--- config.mk ---
export PLATFORM = sky130hd
export DESIGN_NAME = fsp_status_protect
export DESIGN_NICKNAME = d
export VERILOG_FILES = /design/src/verilog/fsp_pkg.sv /design/src/verilog/fsp_status_protect.sv
export SDC_FILE = /design/constraint.sdc
export NUM_CORES = 1
export LEC_CHECK = 0
export BUFFER_PORTS_ARGS = -buffer_cell sky130_fd_sc_hd__buf_2
export CELL_PAD_IN_SITES_DETAIL_PLACEMENT = 1
export CELL_PAD_IN_SITES_GLOBAL_PLACEMENT = 2
export CORE_UTILIZATION = 40
export DETAILED_ROUTE_END_ITERATION = 8
export HOLD_SLACK_MARGIN = 0.08
export PLACE_DENSITY_LB_ADDON = 0.3
export SLEW_MARGIN = 40
export SYNTH_ARGS = -nofsm -noshare
export SYNTH_HDL_FRONTEND = slang
export SYNTH_SLANG_ARGS = --single-unit
--- constraint.sdc ---
create_clock -name clk_sys -period 8.7 [get_ports clk_sys]
set_clock_uncertainty 0.05 [all_clocks]
set_input_delay 0.435 -clock clk_sys [delete_from_list [all_inputs] [get_ports clk_sys]]
set_output_delay 0.435 -clock clk_sys [all_outputs]
set_load 0.05 [all_outputs]
--- src/verilog/fsp_pkg.sv ---
package fsp_pkg;

	// Opcodes
	localparam logic [7:0] CMD_STATUS_WRITE = 8'h01;
	localparam logic [7:0] CMD_READ         = 8'h03;
	localparam logic [7:0] CMD_WRITE_ARM    = 8'h06;
	localparam logic [7:0] CMD_WRITE_DIS    = 8'h04;
	localparam logic [7:0] CMD_STATUS_READ  = 8'h05;
	localparam logic [7:0] CMD_PAGE_PROG    = 8'h02;
	localparam logic [7:0] CMD_SECTOR_ERASE = 8'h20;
	localparam logic [7:0] CMD_BLOCK_ERASE  = 8'hD8;
	localparam logic [7:0] CMD_CHIP_ERASE   = 8'hC7;

	// Status bit positions
	localparam int BIT_BUSY    = 0;
	localparam int BIT_LATCH   = 1;
	localparam int BIT_PROT_LO = 2;
	localparam int BIT_PROT_HI = 5;
	localparam int BIT_PINDIS  = 6;
	localparam int BIT_LOCK    = 7;

	localparam logic [7:0] STATUS_RESET = 8'h00;
	localparam logic [3:0] PROT_NONE    = 4'h0;
	localparam logic [2:0] BIT_LAST     = 3'h7;
	localparam logic [5:0] CYC_ADDR_END = 6'h17;
	localparam logic [5:0] CYC_DATA_END = 6'h0F;
	localparam logic [5:0] CYC_OP_END   = 6'h07;

	// Self-timed status write, in microseconds
	localparam int T_WRITE_US   = 10;
	localparam int CLK_MHZ      = 200;
	localparam int WRITE_CYCLES = T_WRITE_US * CLK_MHZ;

	typedef enum logic [5:0] {
		ST_IDLE  = 6'b000001,
		ST_OP    = 6'b000010,
		ST_ADDR  = 6'b000100,
		ST_DATA  = 6'b001000,
		ST_RDOUT = 6'b010000,
		ST_SKIP  = 6'b100000
	} fsp_state_e;

	// Erase or program request toward the array
	typedef struct packed {
		logic [7:0]  cmd;
		logic [23:0] addr;
	} fsp_req_s;

endpackage : fsp_pkg

--- src/verilog/fsp_status_protect.sv ---
`timescale 1ns/1ps
`default_nettype none
module fsp_status_protect
	import fsp_pkg::*;
#(
	parameter int WRITE_CNT = WRITE_CYCLES
) (
	input  wire logic        clk_sys,
	input  wire logic        rst,
	input  wire logic        spiClk,
	input  wire logic        spiCsN,
	input  wire logic        spiDin,
	input  wire logic        guardPinN,
	input  wire logic        pausePinN,
	input  wire logic        quadActive,
	input  wire logic        sectorMode,
	input  wire logic        inProtArea,
	input  wire logic        arrayBusy,
	input  wire logic [7:0]  memData,
	output logic             memRdValid,
	input  wire logic        memRdReady,
	output logic [23:0]      memAddr,
	output logic [3:0]       protBits,
	output fsp_req_s         arrayReq,
	output logic             arrayReqValid,
	output logic             spiDout,
	output logic             spiDoutEn,
	output logic             pauseActive,
	output logic [7:0]       statusOut
);

	// Two-flop synchronisers for the pins
	logic [1:0] clkSync_r, csSync_r, dinSync_r, wpSync_r, holdSync_r;
	logic [1:0] clkSync_nxt, csSync_nxt, dinSync_nxt, wpSync_nxt, holdSync_nxt;
	logic       clkPrev_r, clkPrev_nxt;
	always_comb begin
		clkSync_nxt  = {clkSync_r[0], spiClk};
		csSync_nxt   = {csSync_r[0], spiCsN};
		dinSync_nxt  = {dinSync_r[0], spiDin};
		wpSync_nxt   = {wpSync_r[0], guardPinN};
		holdSync_nxt = {holdSync_r[0], pausePinN};
		clkPrev_nxt  = clkSync_r[1];
	end
	always_ff @(posedge clk_sys or posedge rst) begin
		if (rst) begin
			clkSync_r  <= 2'h0;
			csSync_r   <= 2'h3;
			dinSync_r  <= 2'h0;
			wpSync_r   <= 2'h3;
			holdSync_r <= 2'h3;
			clkPrev_r  <= 1'b0;
		end else begin
			clkSync_r  <= clkSync_nxt;
			csSync_r   <= csSync_nxt;
			dinSync_r  <= dinSync_nxt;
			wpSync_r   <= wpSync_nxt;
			holdSync_r <= holdSync_nxt;
			clkPrev_r  <= clkPrev_nxt;
		end
	end

	logic csN, sclkRise, sclkFall, din;
	assign csN      = csSync_r[1];
	assign din      = dinSync_r[1];
	assign sclkRise = clkSync_r[1] & ~clkPrev_r & ~csN;
	assign sclkFall = ~clkSync_r[1] & clkPrev_r & ~csN;

	// Guard pins lose effect when disabled or in quad operation
	logic pinsLive, guardMode;
	assign pinsLive    = ~statusOut[BIT_PINDIS] & ~quadActive;
	assign guardMode   = statusOut[BIT_LOCK] & pinsLive & ~wpSync_r[1];
	assign pauseActive = pinsLive & ~holdSync_r[1];

	// Frame state
	fsp_state_e state_r, state_nxt;
	logic [7:0]  shift_r, shift_nxt, opcode_r, opcode_nxt;
	logic [5:0]  cnt_r, cnt_nxt;
	logic [23:0] addr_r, addr_nxt;
	logic        wrPend_r, wrPend_nxt;
	logic [7:0]  wrData_r, wrData_nxt;
	logic        armPend_r, armPend_nxt, disPend_r, disPend_nxt;
	logic [7:0]  outSh_r, outSh_nxt;
	logic [2:0]  bitCnt_r, bitCnt_nxt;
	logic        dout_r, dout_nxt, doutEn_r, doutEn_nxt;
	logic        bufFull_r, bufFull_nxt;
	logic [7:0]  buf_r, buf_nxt;

	logic csPrev_r;
	always_ff @(posedge clk_sys or posedge rst) begin
		if (rst) csPrev_r <= 1'b1;
		else csPrev_r <= csN;
	end

	// Status and write cycle state
	logic [7:0]  stat_r, stat_nxt;
	logic [31:0] wcnt_r, wcnt_nxt;
	logic        wBusy_r, wBusy_nxt;
	fsp_req_s    req_r, req_nxt;
	logic        reqV_r, reqV_nxt;
	logic        frameEnd;
	assign frameEnd = csN & ~csPrev_r;

	always_comb begin
		state_nxt  = state_r;
		shift_nxt  = shift_r;
		opcode_nxt = opcode_r;
		cnt_nxt    = cnt_r;
		addr_nxt   = addr_r;
		wrPend_nxt = wrPend_r;
		wrData_nxt = wrData_r;
		armPend_nxt = armPend_r;
		disPend_nxt = disPend_r;
		outSh_nxt  = outSh_r;
		bitCnt_nxt = bitCnt_r;
		dout_nxt   = dout_r;
		doutEn_nxt = doutEn_r;
		bufFull_nxt = bufFull_r;
		buf_nxt    = buf_r;
		stat_nxt   = stat_r;
		wcnt_nxt   = wcnt_r;
		wBusy_nxt  = wBusy_r;
		req_nxt    = req_r;
		reqV_nxt   = 1'b0;
		// Two-entry path: array word to holding buffer to shifter
		if (memRdValid && !bufFull_r) begin
			buf_nxt     = memData;
			bufFull_nxt = 1'b1;
			addr_nxt    = addr_r + 24'h000001;
		end
		if (csN) begin
			state_nxt   = ST_IDLE;
			doutEn_nxt  = 1'b0;
			bufFull_nxt = 1'b0;
			cnt_nxt     = 6'h00;
		end else if (sclkRise) begin
			shift_nxt = {shift_r[6:0], din};
			cnt_nxt   = cnt_r + 6'h01;
			case (state_r)
				ST_IDLE, ST_OP: begin
					state_nxt = ST_OP;
					if (cnt_r == CYC_OP_END) begin
						opcode_nxt = {shift_r[6:0], din};
						cnt_nxt    = 6'h00;
						case ({shift_r[6:0], din})
							CMD_READ:
								state_nxt = (wBusy_r | arrayBusy | quadActive)
									? ST_SKIP : ST_ADDR;
							CMD_STATUS_WRITE, CMD_PAGE_PROG, CMD_SECTOR_ERASE,
							CMD_BLOCK_ERASE:
								state_nxt = ST_ADDR;
							default: state_nxt = ST_SKIP;
						endcase
						if ({shift_r[6:0], din} == CMD_STATUS_WRITE)
							state_nxt = ST_DATA;
						if ({shift_r[6:0], din} == CMD_STATUS_READ) begin
							state_nxt  = ST_RDOUT;
							outSh_nxt  = statusOut;
						end
						armPend_nxt = ({shift_r[6:0], din} == CMD_WRITE_ARM);
						disPend_nxt = ({shift_r[6:0], din} == CMD_WRITE_DIS);
						wrPend_nxt  = 1'b0;
					end else begin
						armPend_nxt = 1'b0;
						disPend_nxt = 1'b0;
					end
				end
				ST_ADDR: begin
					addr_nxt = {addr_r[22:0], din};
					if (cnt_r == CYC_ADDR_END) begin
						state_nxt = (opcode_r == CMD_READ) ? ST_RDOUT : ST_SKIP;
						cnt_nxt   = 6'h00;
						if (opcode_r != CMD_READ) begin
							req_nxt.cmd  = opcode_r;
							req_nxt.addr = {addr_r[22:0], din};
						end
					end
				end
				ST_DATA: begin
					wrData_nxt = {wrData_r[6:0], din};
					wrPend_nxt = (cnt_r == CYC_OP_END);
					if (cnt_r == CYC_OP_END) state_nxt = ST_SKIP;
				end
				ST_RDOUT, ST_SKIP: begin
					wrPend_nxt = 1'b0;
				end
				default: state_nxt = ST_IDLE;
			endcase
		end else if (sclkFall && state_r == ST_RDOUT) begin
			// Shift out on falling edges
			doutEn_nxt = 1'b1;
			dout_nxt   = outSh_r[7];
			outSh_nxt  = {outSh_r[6:0], 1'b0};
			bitCnt_nxt = bitCnt_r + 3'h1;
			// A read byte leaves the buffer on its own first fall, so the
			// fall right after the last address bit already carries data
			if (opcode_r == CMD_READ && bitCnt_r == 3'h0) begin
				dout_nxt    = buf_r[7];
				outSh_nxt   = {buf_r[6:0], 1'b0};
				bufFull_nxt = 1'b0;
			end
			// Status read repeats the live register every byte
			if (opcode_r != CMD_READ && bitCnt_r == BIT_LAST)
				outSh_nxt = statusOut;
		end
		if (csN) bitCnt_nxt = 3'h0;
		// Chip select rise commits arm, disable, status write and erase or program commands
		if (frameEnd) begin
			wrPend_nxt  = 1'b0;
			armPend_nxt = 1'b0;
			disPend_nxt = 1'b0;
			if (armPend_r && !wBusy_r) stat_nxt[BIT_LATCH] = 1'b1;
			if (disPend_r && !wBusy_r) stat_nxt[BIT_LATCH] = 1'b0;
			if (wrPend_r && stat_r[BIT_LATCH] && !wBusy_r && !guardMode) begin
				if (sectorMode) stat_nxt[BIT_LOCK] = 1'b1;
				else stat_nxt[7:2] = wrData_r[7:2];
				wBusy_nxt = 1'b1;
				wcnt_nxt  = 32'h0;
			end
			if (stat_r[BIT_LATCH] && !wBusy_r && state_r == ST_SKIP
				&& req_r.cmd != 8'h00) begin
				reqV_nxt = ~(sectorMode & stat_r[BIT_LOCK]) & ~inProtArea;
				stat_nxt[BIT_LATCH] = 1'b0;
			end
			if (opcode_r == CMD_CHIP_ERASE && cnt_r == 6'h00 && stat_r[BIT_LATCH]
				&& stat_r[BIT_PROT_HI:BIT_PROT_LO] == PROT_NONE) begin
				reqV_nxt = 1'b1;
				req_nxt.cmd = CMD_CHIP_ERASE;
				stat_nxt[BIT_LATCH] = 1'b0;
			end
			req_nxt.cmd = reqV_nxt ? req_nxt.cmd : 8'h00;
		end
		if (wBusy_r) begin
			wcnt_nxt = wcnt_r + 32'h1;
			if (wcnt_r == 32'(WRITE_CNT - 1)) begin
				wBusy_nxt = 1'b0;
				stat_nxt[BIT_LATCH] = 1'b0;
			end
		end
		stat_nxt[BIT_BUSY] = wBusy_nxt | arrayBusy;
	end

	always_ff @(posedge clk_sys or posedge rst) begin
		if (rst) begin
			state_r <= ST_IDLE; shift_r <= 8'h00; opcode_r <= 8'h00;
			cnt_r <= 6'h00; addr_r <= 24'h000000; wrPend_r <= 1'b0;
			wrData_r <= 8'h00; armPend_r <= 1'b0; disPend_r <= 1'b0;
			outSh_r <= 8'h00; bitCnt_r <= 3'h0; dout_r <= 1'b0;
			doutEn_r <= 1'b0; bufFull_r <= 1'b0; buf_r <= 8'h00;
			stat_r <= STATUS_RESET; wcnt_r <= 32'h0; wBusy_r <= 1'b0;
			req_r <= '0; reqV_r <= 1'b0;
		end else begin
			state_r <= state_nxt; shift_r <= shift_nxt; opcode_r <= opcode_nxt;
			cnt_r <= cnt_nxt; addr_r <= addr_nxt; wrPend_r <= wrPend_nxt;
			wrData_r <= wrData_nxt; armPend_r <= armPend_nxt; disPend_r <= disPend_nxt;
			outSh_r <= outSh_nxt; bitCnt_r <= bitCnt_nxt; dout_r <= dout_nxt;
			doutEn_r <= doutEn_nxt; bufFull_r <= bufFull_nxt; buf_r <= buf_nxt;
			stat_r <= stat_nxt; wcnt_r <= wcnt_nxt; wBusy_r <= wBusy_nxt;
			req_r <= req_nxt; reqV_r <= reqV_nxt;
		end
	end

	// Array fetch requested when a read frame has buffer room and memRdReady is high
	assign memRdValid    = (state_r == ST_RDOUT) & (opcode_r == CMD_READ) & ~bufFull_r
		& memRdReady & ~csN;
	assign memAddr       = addr_r;
	assign protBits      = stat_r[BIT_PROT_HI:BIT_PROT_LO];
	assign arrayReq      = req_r;
	assign arrayReqValid = reqV_r;
	assign spiDout       = dout_r;
	assign spiDoutEn     = doutEn_r;
	assign statusOut     = stat_r;

	AST_BUSY_TRACK: assert property (@(posedge clk_sys) disable iff (rst)
		wBusy_r |-> stat_r[BIT_BUSY]) else $error("busy flag low in write cycle");
	AST_LATCH_GATE: assert property (@(posedge clk_sys) disable iff (rst)
		(frameEnd && !stat_r[BIT_LATCH] && !wBusy_r) |=> !wBusy_r)
		else $error("write cycle without latch");
	AST_CHIP_ERASE: assert property (@(posedge clk_sys) disable iff (rst)
		(reqV_r && req_r.cmd == CMD_CHIP_ERASE) |-> $past(protBits) == PROT_NONE)
		else $error("chip erase with protection");
	AST_GUARD: assert property (@(posedge clk_sys) disable iff (rst)
		(frameEnd && guardMode && !wBusy_r) |=> !wBusy_r)
		else $error("status write in guard mode");
	AST_SEAL_ONCE: assert property (@(posedge clk_sys) disable iff (rst)
		$fell(stat_r[BIT_LOCK]) |-> !sectorMode) else $error("seal cleared");
	AST_KEEP_LOW: assert property (@(posedge clk_sys) disable iff (rst)
		$rose(wBusy_r) |-> stat_r[BIT_LATCH]) else $error("latch lost at start");
	AST_READ_BUSY: assert property (@(posedge clk_sys) disable iff (rst)
		(sclkRise && state_r == ST_OP && cnt_r == CYC_OP_END && wBusy_r
		&& {shift_r[6:0], din} == CMD_READ)
		|=> state_r != ST_ADDR) else $error("read accepted while busy");
	AST_CS_STOP: assert property (@(posedge clk_sys) disable iff (rst)
		csN |=> !spiDoutEn) else $error("output driven after deselect");
	// Arm frame must leave the latch set when no cycle runs
	AST_ARM_SETS: assert property (@(posedge clk_sys) disable iff (rst)
		(frameEnd && armPend_r && !wBusy_r) |=> stat_r[BIT_LATCH])
		else $error("write arm did not set latch");
	// Sector mode write must seal, whatever the data byte held
	AST_SEAL_SET: assert property (@(posedge clk_sys) disable iff (rst)
		(frameEnd && wrPend_r && stat_r[BIT_LATCH] && !wBusy_r && !guardMode
		&& sectorMode) |=> stat_r[BIT_LOCK])
		else $error("sector write did not seal");
	// Top address rolls to zero; a stuck carry would pin the read there
	AST_WRAP: assert property (@(posedge clk_sys) disable iff (rst)
		(memRdValid && !bufFull_r && (&addr_r)) |=> addr_r == '0)
		else $error("read address did not wrap");
	COV_WRITE: cover property (@(posedge clk_sys) $rose(wBusy_r));
	COV_WRAP: cover property (@(posedge clk_sys) memRdValid && (&addr_r));
	COV_CHIP: cover property (@(posedge clk_sys) reqV_r && req_r.cmd == CMD_CHIP_ERASE);
	COV_READ: cover property (@(posedge clk_sys) memRdValid);
	COV_ARM: cover property (@(posedge clk_sys) $rose(stat_r[BIT_LATCH]));

endmodule : fsp_status_protect
`default_nettype wire
Word-level counts from Yosys, hierarchy flattened --
Index checks and enable logic that the tools add are counted.
Operators by class: add/subtract/negate cells 4, div/mod/pow operators 0, $lt $le $gt $ge 0, reduce and logical (&&, ||, !) cells 46, multiply operators 0, multiplexer cells 81, eq/ne operators 30, shifts and indexed selects 0, bitwise logic cells 31
Operators with widths (count):
- $mux 32 | 8
- $mux 24 | 4
- $mux 8 | 10
- $mux 6 | 13
- $mux 1 | 39
- $add 32x1->32 const B | 1
- $eq 32x11->1 const B | 1
- $add 24x1->24 const B | 1
- $eq 8x2->1 const B | 3
- $eq 8x3->1 const B | 3
- $pmux 6 s2 | 2
- $pmux 6 s4 | 1
- $eq 8x8->1 const B | 2
- $and 1x1->1 | 15
- $logic_and 1x1->1 | 15
- $reduce_bool 2->1 | 7
- $not 1->1 | 13
- $eq 6x3->1 const B | 2
- $eq 6x5->1 const B | 2
- $reduce_and 3->1 | 4
- $reduce_and 4->1 | 3
- $reduce_and 5->1 | 2
- $mux 3 | 3
- $ne 3x3->1 const B | 3
- other kinds (23) | 35
Storage, ports and cells: word-level logic and storage cells 222, RAM bits 0, output and inout bits 73, latch bits 0, ROM bits 0, memories 0, bits in registers 170

Depth between registers and ports, before layout --
Gate-level depths: netlist of the first run.
depth after elaboration 11, mapped depth 8

Worst setup path before layout of the first run --
Ideal clock, no wire load.
kind reg2reg, from register addr_r[2], in the netlist memAddr[2], to register addr_r[13], in the netlist memAddr[13], arrival 2.329 ns, setup slack 6.180 ns, library setup time 0.142 ns, stages on the path, launching flop included 8, buffers on the path 2, clock period less this slack 2.520 ns, data required time 8.508 ns, cell sequence dfrtp_1 > clkbuf_1 > nor4b_1 > nand3_1 > or4_1 > buf_2 > o311ai_0 > o211ai_1
Between the ends: longest elaborated chain between the ends 5
Ends and longest elaborated chain:
- from (decl) | RTL line fsp_status_protect.sv:78 | logic [23:0] addr_r, addr_nxt;
- from (signal assigned) | RTL line fsp_status_protect.sv:253 | cnt_r <= cnt_nxt; addr_r <= addr_nxt; wrPend_r <= wrPend_nxt;
- $add 24x1->24 (*) | RTL line fsp_status_protect.sv:128 | addr_nxt = addr_r + 24'h000001;
- $mux 24 (*) | RTL line fsp_status_protect.sv:125 | if (memRdValid && !bufFull_r) begin
- $mux 24 | RTL line fsp_status_protect.sv:138 | case (state_r)
- $mux 24 | RTL line fsp_status_protect.sv:135 | end else if (sclkRise) begin
- $mux 24 (*) | RTL line fsp_status_protect.sv:130 | if (csN) begin
- net addr_nxt[13] | RTL line fsp_status_protect.sv:78
The timed path passes the listed nets; every way through them passes the cells marked *. A chain may end at the register's enable or synchronous reset.

Final worst setup path of the first run --
from register state_r[2], to output memRdValid
Between the ends: longest elaborated chain between the ends 5
Ends and longest elaborated chain:
- from (decl) | RTL line fsp_status_protect.sv:75 | fsp_state_e state_r, state_nxt;
- from (signal assigned) | RTL line fsp_status_protect.sv:252 | state_r <= state_nxt; shift_r <= shift_nxt; opcode_r <= opcode_nxt;
- $eq 6x5->1 | RTL line fsp_status_protect.sv:263 | assign memRdValid = (state_r == ST_RDOUT) & (opcode_r == CMD_READ) & ~bufFull_r
- $and 1x1->1 (2 in a row) | RTL line fsp_status_protect.sv:263
- $and 1x1->1 (2 in a row) | RTL line fsp_status_protect.sv:264 | & memRdReady & ~csN;
- to (decl) | RTL line fsp_status_protect.sv:20 | output logic memRdValid,
Every way passes these cells.

==> results by group, run 1 <==
Run status
  – Status: finished clean

Route
  – Routed vias/inst: ~5.7
  – Initial detailed-routing violation count: between 300 and 400
  – Vias: around 6,700
  – Final ANT Viol Nets: 0
  – Routed wire length: between 20,000 and 25,000 um
  – Wire per inst: 19.1 um
  – Drt first pass iters: 4
  – Post-route DRC violation count: 0

Clock tree
  – Clock Latency Late Sink: around 0.43 ns
  – Root Buffer: clkbuf_16
  – Post-CTS setup repair buffer count: 0
  – Htree depth: 4
  – Post_cts resized: 0
  – Clock buffer depth: 2
  – Cts bufs inserted: 17
  – Clk sinks: 170
  – CTS tree: done
  – Clock Pin Slew Worst Setup and Hold Paths: roughly 0.07 ns

Finish
  – Fraction of layout cells with a size suffix above 1: 0.231
  – Area growth, synth to finish: 16.3%
  – Filler cells: roughly 2,300
  – Commonest non-fill, non-tap cell in the layout: dfrtp_1
  – Most frequent cells in the layout: dfrtp_1 (162), nand2_1 (149), buf_2 (92)
  – N_diodes: 0
  – FF+latch area: about 4300 um^2
  – Footprint of the multi-input gates: 3720 um^2
  – Finished Layout Cells: between 1,000 and 1,500
  – Final Instance Area: around 9600 um^2
  – Final core occ: 0.474
  – # nets final: between 900 and 1,000

Global route
  – Global-route wire length before repair: 37,600 um
  – Vias in the first global route: about 7,000
  – GR Overflow Total: 0
  – Largest net degree at the start of global routing: 94
  – Tot GR Track Use: 0.223
  – Initial antenna violation count: 0

Timing
  – Setup TNS: 0 ns
  – Tcrit/Tclk final: 0.350
  – Tmin final: 3.05 ns
  – Final Hold Fails: 0
  – Final hold slack: between 0.15 and 0.2 ns
  – Setup violations, final: 0
  – Unrepaired setup endpoints after global routing: false
  – Tightest Pin Transition: 0.789 ns
  – Max-slew violation count: 0
  – Max Freq: around 330 MHz
  – Max_slew headroom: 0.461
  – Fin worst setup slack: 5.65 ns

Die
  – Die area: 21,100 um^2
  – Site Rows: between 50 and 60
  – Core ar.: between 20,000 and 25,000 um^2
  – Die Ht: approximately 150 um
  – I/O Pins: 93
  – Initial core utilization: 0.408
  – Die X: 145 um

Synthesis
  – Async SR Flop Fraction: 1.00
  – FF+latch count, synth: 170
  – Netlist Area Pre-Place: 8220 um^2
  – Syn_nets: about 840
  – Synth unique cells: 77
  – Avg Inst Size Synth: ~10 um^2
  – Synth warnings: 0
  – Register area share after synthesis: 0.519
  – Post-Syn Instances: between 800 and 900
  – Ys flop type: dfrtp_1
  – EDFF count, synth: 0

Power and ir drop
  – Total power: between 1.5 and 2 mW
  – Static leakage: 4.44 nW
  – VDD IR max: about 110 uV
  – Pwr dens: approximately 170 nW/um^2

Critical path
  – Startpoint Class: flop
  – CP Max Fanout: 12
  – Critical path endpoint category: primary output
  – Setup CP Type: reg2out
  – WP data arrival: 2.56 ns
  – Data required, critical path: between 8 and 9 ns

Placed design
  – DP Wirelength: 15,700 um
  – Placed cell area: between 8000 and 9000 um^2
  – Port Buffers: a little over 90
  – Worst slack at placement: about 5.7 ns
  – Gpl congestion: between 0.8 and 0.9
  – Cells after DPL: around 1,100

Flow run
  – Max Cap Violations: 0

Hold path
  – Worst Hold Class: in2reg
-- synthesized netlist by cell type (7+ instances only) --
cell | n | share of area
ha_1 | 7 | 0.011
a21oi_1 | 24 | 0.015
o211ai_1 | 16 | 0.015
inv_1 | 19 | 0.0087
mux2_2 | 50 | 0.068
o21ai_0 | 30 | 0.018
mux2i_1 | 12 | 0.015
nand4_1 | 26 | 0.020
nor4_1 | 18 | 0.014
dfstp_2 | 8 | 0.026
nor3_1 | 28 | 0.017
xor2_1 | 9 | 0.0096
nand3_1 | 42 | 0.026
o31ai_1 | 14 | 0.013
clkbuf_1 | 34 | 0.016
nand2_1 | 149 | 0.068
dfrtp_1 | 162 | 0.49
nor2_1 | 35 | 0.016
-- sequential cells by signal, indices dropped and copies added (netlist names), 8 cells and up --
signal	flops
wcnt_r	32
outSh_r	8
statusOut	8
arrayReq	32
memAddr	24
wrData_r	8
opcode_r	8
buf_r	8
-- critical path: stages (launching register included) --
cell     delay, ns
dfrtp_1       0.51
nor4_2        0.59
nand4_1       0.44
nor2_1        0.27
buf_2         0.31
-- cells by family after synthesis --
family / after synthesis / synth area share
adders and majority gates: 7 / 0.0107
and+or+nand+nor: 361 / 0.223
buffers and inverters: 63 / 0.0321
AOI/OAI and AO/OA: 140 / 0.117
muxes: 62 / 0.0831
DFF: 170 / 0.519
xor gates and xnor gates: 14 / 0.0149
-- path summary, 6_finish.rpt --
path | slack [ns] | endpoint | startpoint | depth (start not counted)
hold reg to reg | 0.31 | wpSync_r[1] | wpSync_r[0] | 0
setup / recovery | 5.65 | memRdValid | state_r[2] | 4
min in group asynchronous | 0.57 | buf_r[3] | rst | 3
setup reg to reg | 5.73 | arrayReq[26] | csSync_r[1] | 6
hold / removal | 0.18 | buf_r[5] | memData[5] | 2
max in group asynchronous | 6.86 | wcnt_r[5] | rst | 4
-- final cells by class --
cell class                 instances  area share
inverter                          20     0.00864
clock inverter                    14      0.0156
clock buffer                      18      0.0459
tap                              270      0.0353
multi-input combinational        584       0.390
timing repair buffer             103      0.0588
sequential                       170       0.446
-- report_power, final --
group | leakage [nW] | internal (mW) | switching, mW
clock network | 0.290 | 0.415 | 0.350
registers | 2.09 | 0.805 | 0.0201
logic | 2.07 | 0.0237 | 0.0497
-- repair_timing --
item                                   in CTS  in global routing
hold buffers                                6                  0
setup endpoints to repair                   0                  0
endpoints found under the hold margin       9                  0
-- layer usage --
| layer | global-route usage | share of wire | vias up |
|---|---|---|---|
| met5 | 0 | 0 | - |
| met4 | 0.0784 | 0.019 | 0 |
| met3 | 0.0320 | 0.047 | 33 |
| met2 | 0.368 | 0.48 | 128 |
| met1 | 0.302 | 0.45 | 3437 |
| li1 | - | - | 3139 |
Note: power is estimated with default switching activity, not from simulation.
==> run 2, diff against run 1 <==
--- a/config.mk
+++ b/config.mk
@@ -5,10 +5,11 @@
 export SDC_FILE = /design/constraint.sdc
 export NUM_CORES = 1
 export LEC_CHECK = 0
+export ABC_AREA = 1
 export BUFFER_PORTS_ARGS = -buffer_cell sky130_fd_sc_hd__buf_2
 export CELL_PAD_IN_SITES_DETAIL_PLACEMENT = 1
 export CELL_PAD_IN_SITES_GLOBAL_PLACEMENT = 2
-export CORE_UTILIZATION = 40
+export CORE_UTILIZATION = 31
 export DETAILED_ROUTE_END_ITERATION = 8
 export HOLD_SLACK_MARGIN = 0.08
 export PLACE_DENSITY_LB_ADDON = 0.3
==> constraint.sdc (replaced) <==
create_clock -name clk_sys -period 2.5 [get_ports clk_sys]
set_clock_uncertainty 0.05 [all_clocks]
set_input_delay 0.125 -clock clk_sys [delete_from_list [all_inputs] [get_ports clk_sys]]
set_output_delay 0.125 -clock clk_sys [all_outputs]
set_load 0.05 [all_outputs]
==> run 2 against run 1 <==
Against the previous run:
- critical path depth grew 3
- design area up 14%
- count of clock-buffer cells in the layout up 3
- final cell count is 51% higher
- sequential power increased to 3.4 times the previous value
- routed wire length rose by 26%
- via count up 26%
- critical path type unchanged
==> results by group, run 2 <==
Die
  – Core ar.: around 29,000 um^2
  – Site Rows: just over 60
  – Die area: 29,900 um^2
  – Die X: 173 um
  – Die Ht: 173 um
  – I/O Pins: between 90 and 100
  – Initial core utilization: 0.316

Synthesis
  – Top-count cell post-synth: nand2_1
  – Netlist Area Pre-Place: a little over 9000 um^2
  – Ys flop type: dfrtp_1
  – Synth warnings: 0
  – EDFF count, synth: 0
  – Synth top cells by count: nand2_1 (378), inv_1 (168), dfrtp_1 (162)
  – FF+latch count, synth: 170
  – Async SR Flop Fraction: 1.00
  – Synth area leader: dfrtp_1
  – Register area share after synthesis: 0.471
  – Syn_nets: about 1,300
  – Avg Inst Size Synth: slightly above 7 um^2
  – Area share of the largest cell type after synthesis: 0.447
  – Synth unique cells: 37
  – Top post-synthesis cells by area: dfrtp_1 (45%), nand2_1 (16%), inv_1 (7.0%)
  – Post-Syn Instances: roughly 1,300

Route
  – Drt first pass iters: 5
  – Post-route DRC violation count: 0
  – Vias: ~8,500
  – Routed vias/inst: 4.76
  – Final ANT Viol Nets: 0
  – Routed wire length: about 28,000 um
  – Initial detailed-routing violation count: about 390
  – Wire per inst: 15.9 um

Critical path
  – Slowest-stage cell, CP: dfrtp_1
  – Critical R2R Capture: memAddr[1]
  – CP Max Fanout: 17
  – Critical path's largest stage delay: approximately 0.41 ns
  – WP data arrival: 2.17 ns
  – Data required, critical path: about 2.3 ns
  – CP delay by family, top: simple AND/OR/NAND/NOR gates
  – Startpoint Class: flop
  – Critical path buffer and inverter count: 2
  – Critical path endpoint category: primary output
  – Worst-path cell chain: nor2_2 > nand2_1 > nor2_2 > nand2_1 > nor2_4 > buf_12 > buf_2
  – R2R setup slack: approximately 0.26 ns
  – Reg-to-reg startpoint: csSync_r[1]
  – FF-to-FF path depth: 7
  – Setup CP Type: reg2out

Global route
  – Largest net degree at the start of global routing: 46
  – Tot GR Track Use: 0.197
  – Initial antenna violation count: 0
  – Vias in the first global route: 8,725
  – Global-route wire length before repair: approximately 47,000 um
  – GR Overflow Total: 0

Power and ir drop
  – Sequential Power Share: 0.465
  – Pwr dens: about 560 nW/um^2
  – Internal: between 4 and 5 mW
  – Switching power: between 1 and 1.5 mW
  – Total power: 6.10 mW
  – Share of power burned in combinational logic: 0.055
  – Clock share of power: 0.480
  – VDD IR max: around 420 uV
  – Static leakage: ~5.7 nW
  – Switching share of power: 0.237

Finish
  – N_diodes: 0
  – Most frequent cells in the layout: nand2_1 (377), inv_1 (167), dfrtp_1 (162)
  – Area growth, synth to finish: 20.1%
  – Final core occ: 0.379
  – Footprint of the multi-input gates: approximately 4000 um^2
  – # nets final: around 1,400
  – Fraction of layout cells with a size suffix above 1: 0.131
  – Filler cells: 3,633
  – Final Instance Area: 10,900 um^2
  – FF+latch area: 4260 um^2
  – Commonest non-fill, non-tap cell in the layout: nand2_1

Clock tree
  – Clock buffer depth: 2
  – Htree depth: 4
  – Clock Latency Late Sink: 0.43 ns
  – Cts bufs inserted: 17
  – CTS tree: done
  – Root Buffer: clkbuf_16
  – Clock Pin Slew Worst Setup and Hold Paths: roughly 0.07 ns
  – Clk sinks: 170

Timing
  – Tmin final: 2.34 ns
  – Setup violations, final: 0
  – Tightest Pin Transition: 0.727 ns
  – Final Hold Fails: 0
  – Max-slew violation count: 0
  – Max Freq: around 430 MHz
  – Setup TNS: 0 ns
  – Max_slew headroom: 0.515
  – Tcrit/Tclk final: 0.938
  – Unrepaired setup endpoints after global routing: false

Placed design
  – Placed cell area: just over 10,000 um^2
  – DP Wirelength: between 20,000 and 25,000 um
  – Port Buffers: 92
  – Gpl congestion: between 0.8 and 0.9

Hold path
  – Worst Hold Class: in2reg
  – Worst Hold Depth: 6
  – Min-delay src: quadActive
  – Hold EP: state_r[2]

Run status
  – Status: finished clean

Flow run
  – Max Cap Violations: 0
run 2: cells by family after synthesis:
group	share of synthesized area
AND/OR/NAND/NOR	0.324
buffers and inverters	0.0910
AO/OA/AOI/OAI	0.0980
flip-flops	0.471
XOR/XNOR	0.00677
adder cells (fa/ha/maj)	0.00967
run 2: metrics by stage:
| step | worst slack (ns) | hold slack [ns] | instances |
|---|---|---|---|
| 6_report | 0.156 | 0.190 | 1779 |
| 5_1_grt | 0.0231 | 0.225 | 1779 |
| 4_1_cts | 0.0526 | 0.191 | 1779 |
| 3_5_place_dp | 0.184 | 0.104 | 1729 |
| 3_3_place_gp | 0.181 | 0.0964 | 1729 |
| 2_1_floorplan | 0.163 | 0.0795 | 1256 |
run 2: routing by layer:
layer	GRT usage	share of wire
met4	0.0435	0.0095
met2	0.333	0.48
met5	0	0
met3	0.0273	0.017
met1	0.267	0.49
run 2: what timing repair did:
action	in CTS	in global routing
endpoints found under the hold margin	128	0
endpoints found under the setup margin	1	2
resized for setup	0	3
buffers inserted	1	0
pin swaps	1	0
hold buffers	17	0
run 2: area by class of cell:
cell class | instances | share of cell area
flip-flops and latches | 170 | 0.392
multi-input cells | 885 | 0.366
repair buffers | 137 | 0.0795
inverters | 171 | 0.0600
well taps | 384 | 0.0441
clock buffers | 21 | 0.0432
clock inverters | 11 | 0.0154
run 2: how the worst max path moves through the flow:
stage                start         end  slack (ns)  cells past startpoint
2_1_floorplan          rst   armPend_r        0.16                      1
5_1_grt         state_r[1]  memRdValid        0.02                      7
4_1_cts        opcode_r[3]  memRdValid        0.05                      7
6_report        state_r[1]  memRdValid        0.16                      7
3_5_place_dp   csSync_r[1]  wcnt_r[12]        0.18                      8
3_3_place_gp   csSync_r[1]  wcnt_r[12]        0.18                      8
run 2: power by group through the flow:
stage	combinational [mW]	clock, mW	sequential, mW
after floorplan	0.206	0	2.89
after global placement	0.320	0	2.89
after detailed placement	0.326	0	2.89
after CTS	0.348	3.02	2.84
after global routing	0.387	3.12	2.84
final	0.337	2.92	2.84
run 2: worst min-delay path: stages:
cell	delay (ns)
buf_2	0.11
nor3_1	0.09
nand2_1	0.09
nand3b_1	0.09
nand4_1	0.09
nand2_1	0.04
==> run 3, diff against run 2 <==
--- a/config.mk
+++ b/config.mk
@@ -9,7 +9,7 @@
 export BUFFER_PORTS_ARGS = -buffer_cell sky130_fd_sc_hd__buf_2
 export CELL_PAD_IN_SITES_DETAIL_PLACEMENT = 1
 export CELL_PAD_IN_SITES_GLOBAL_PLACEMENT = 2
-export CORE_UTILIZATION = 31
+export CORE_UTILIZATION = 37
 export DETAILED_ROUTE_END_ITERATION = 8
 export HOLD_SLACK_MARGIN = 0.08
 export PLACE_DENSITY_LB_ADDON = 0.3
==> constraint.sdc (replaced) <==
create_clock -name clk_sys -period 2.9 [get_ports clk_sys]
set_clock_uncertainty 0.05 [all_clocks]
set_input_delay 0.145 -clock clk_sys [delete_from_list [all_inputs] [get_ports clk_sys]]
set_output_delay 0.145 -clock clk_sys [all_outputs]
set_load 0.05 [all_outputs]
==> run 3 against run 2 <==
Against the previous run:
- clock power shrank 20%
- non-clock buffer count shrank 10
- first-iteration DRC count grew 24%
- critical path depth is the same
- sequential share of layout area grew 0.78 points
- design area shrank 1.9%
- hold slack lost 0.0094 ns
- total power shrank 17%
- die area shrank 16%
- core utilization grew 7.0 points
==> results by group, run 3 (synthesis gave the netlist of run 2 again) <==
Run status
  – Status: finished clean

Global route
  – Largest net degree at the start of global routing: between 70 and 80
  – Global-route wire length before repair: ~46,000 um
  – Initial antenna violation count: 0
  – Tot GR Track Use: 0.236
  – Vias in the first global route: about 8,700
  – GR Overflow Total: 0

Placed design
  – Placed cell area: around 9900 um^2
  – DP Wirelength: approximately 21,000 um
  – Port Buffers: slightly above 90
  – Gpl congestion: between 0.8 and 0.9

Route
  – Drt first pass iters: 5
  – Initial detailed-routing violation count: just under 500
  – Final ANT Viol Nets: 0
  – Post-route DRC violation count: 0
  – Wire per inst: about 16 um
  – Vias: approximately 8,500
  – Routed vias/inst: 5.00
  – Routed wire length: around 28,000 um

Timing
  – Setup TNS: 0 ns
  – Tightest Pin Transition: about 0.70 ns
  – Unrepaired setup endpoints after global routing: false
  – Final hold slack: 0.180 ns
  – Max_slew headroom: 0.534
  – Max Freq: 361 MHz
  – Final Hold Fails: 0
  – Tcrit/Tclk final: 0.954
  – Tmin final: 2.77 ns
  – Setup violations, final: 0
  – Max-slew violation count: 0

Flow run
  – Max Cap Violations: 0

Finish
  – # nets final: about 1,400
  – FF+latch area: between 4000 and 5000 um^2
  – Fraction of layout cells with a size suffix above 1: 0.123
  – Area growth, synth to finish: 17.8%
  – Most frequent cells in the layout: nand2_1 (378), inv_1 (167), dfrtp_1 (162)
  – N_diodes: 0
  – Commonest non-fill, non-tap cell in the layout: nand2_1
  – Footprint of the multi-input gates: about 4000 um^2
  – Filler cells: a little over 3,000
  – Final Instance Area: about 11,000 um^2

Clock tree
  – Htree depth: 4
  – Root Buffer: clkbuf_16
  – Cts bufs inserted: 17
  – Clk sinks: 170
  – Clock buffer depth: 2
  – CTS tree: done
  – Post_cts resized: 0
  – Clock Latency Late Sink: about 0.44 ns
  – Clock Pin Slew Worst Setup and Hold Paths: around 0.070 ns

Critical path
  – Setup CP Type: reg2out
  – Most frequent CP cell: nand2_1
  – Worst-path cell chain: nor2_1 > nand2_1 > nor2_2 > nand2_1 > nor2_4 > buf_4 > buf_2
  – CP delay by family, top: simple AND/OR/NAND/NOR gates
  – Critical path endpoint category: primary output
  – Reg-to-reg startpoint: state_r[2]
  – WP data arrival: 2.57 ns
  – Critical path's largest stage delay: 0.47 ns
  – Slowest-stage cell, CP: nor2_4
  – CP Max Fanout: 21
  – R2R setup slack: 0.58 ns
  – Critical path buffer and inverter count: 2
  – FF-to-FF path depth: 9
  – Startpoint Class: flop
  – Data required, critical path: 2.71 ns
  – Critical R2R Capture: buf_r[1]

Power and ir drop
  – Internal: between 3 and 4 mW
  – Sequential Power Share: 0.482
  – Pwr dens: around 470 nW/um^2
  – Clock share of power: 0.461
  – Switching power: 1.40 mW
  – VDD IR max: about 340 uV
  – Total power: roughly 5.1 mW
  – Share of power burned in combinational logic: 0.057
  – Static leakage: roughly 5.6 nW
  – Switching share of power: 0.277

Die
  – Die X: roughly 160 um
  – Site Rows: between 50 and 60
  – Initial core utilization: 0.381
  – I/O Pins: slightly above 90
  – Die Ht: 158 um
  – Die area: 25,100 um^2
  – Core ar.: ~24,000 um^2

Hold path
  – Worst Hold Class: in2async
==> run 3: cell count changes in the layout (fill, tap and decap cells not counted), moves of 4 or more <==
cell	before	now
bufinv_16	4	0
inv_8	0	6
buf_4	26	16
inv_6	0	4
==> run 3: worst reg2reg max path, stage by stage, from the launching register on <==
cell	delay (ns)
dfrtp_1	0.41
nor2_1	0.27
nand2_1	0.14
nor2_2	0.21
nand2_1	0.13
nor2_4	0.47
buf_4	0.25
buf_4	0.17
nand2_1	0.07
o21ai_0	0.08
==> run 3: how the worst max path moves through the flow <==
stage / from / end / cells after the start
2_1_floorplan: rst / armPend_r / 1
3_3_place_gp: opcode_r[3] / memRdValid / 7
3_5_place_dp: state_r[2] / buf_r[1] / 9
4_1_cts: state_r[2] / memRdValid / 7
5_1_grt: opcode_r[3] / memRdValid / 7
6_report: state_r[2] / memRdValid / 7
==> run 3: final cells by class <==
class,count,share of cell area
clock buffers,17,0.0399
clock inverters,15,0.0158
inverters,171,0.0612
multi-input cells,885,0.372
flip-flops and latches,170,0.399
well taps,319,0.0374
repair buffers,127,0.0741
==> run 3: power groups by stage <==
| stage | logic [mW] | clock network, mW | registers (mW) |
|---|---|---|---|
| final | 0.289 | 2.33 | 2.44 |
| after global routing | 0.336 | 2.46 | 2.45 |
| after CTS | 0.297 | 2.39 | 2.44 |
| after detailed placement | 0.279 | 0 | 2.49 |
| after global placement | 0.273 | 0 | 2.49 |
| after floorplan | 0.177 | 0 | 2.49 |
==> run 3: layer usage <==
metal	GRT usage	routed length (um)	vias to the layer above	share of wire
met5	0	0	-	0
met4	0.0655	492	0	0.018
met3	0.0332	630	33	0.023
met2	0.397	13400	122	0.49
met1	0.316	13100	4136	0.47
li1	-	-	4226	-
==> run 3: through the flow <==
stage	cells	utilization	setup slack, ns
CTS	1704	0.449	0.104
detailed placement	1655	0.417	0.565
global placement	1655	0.417	0.629
finish	1704	0.449	0.133
global route	1704	0.449	0.0134
floorplan	1256	-	0.543
==> run 3: timing repair <==
item | CTS | global route
endpoints found under the setup margin | 0 | 1
hold buffers | 17 | 0
setup buffers | 0 | 0
endpoints found under the hold margin | 178 | 0
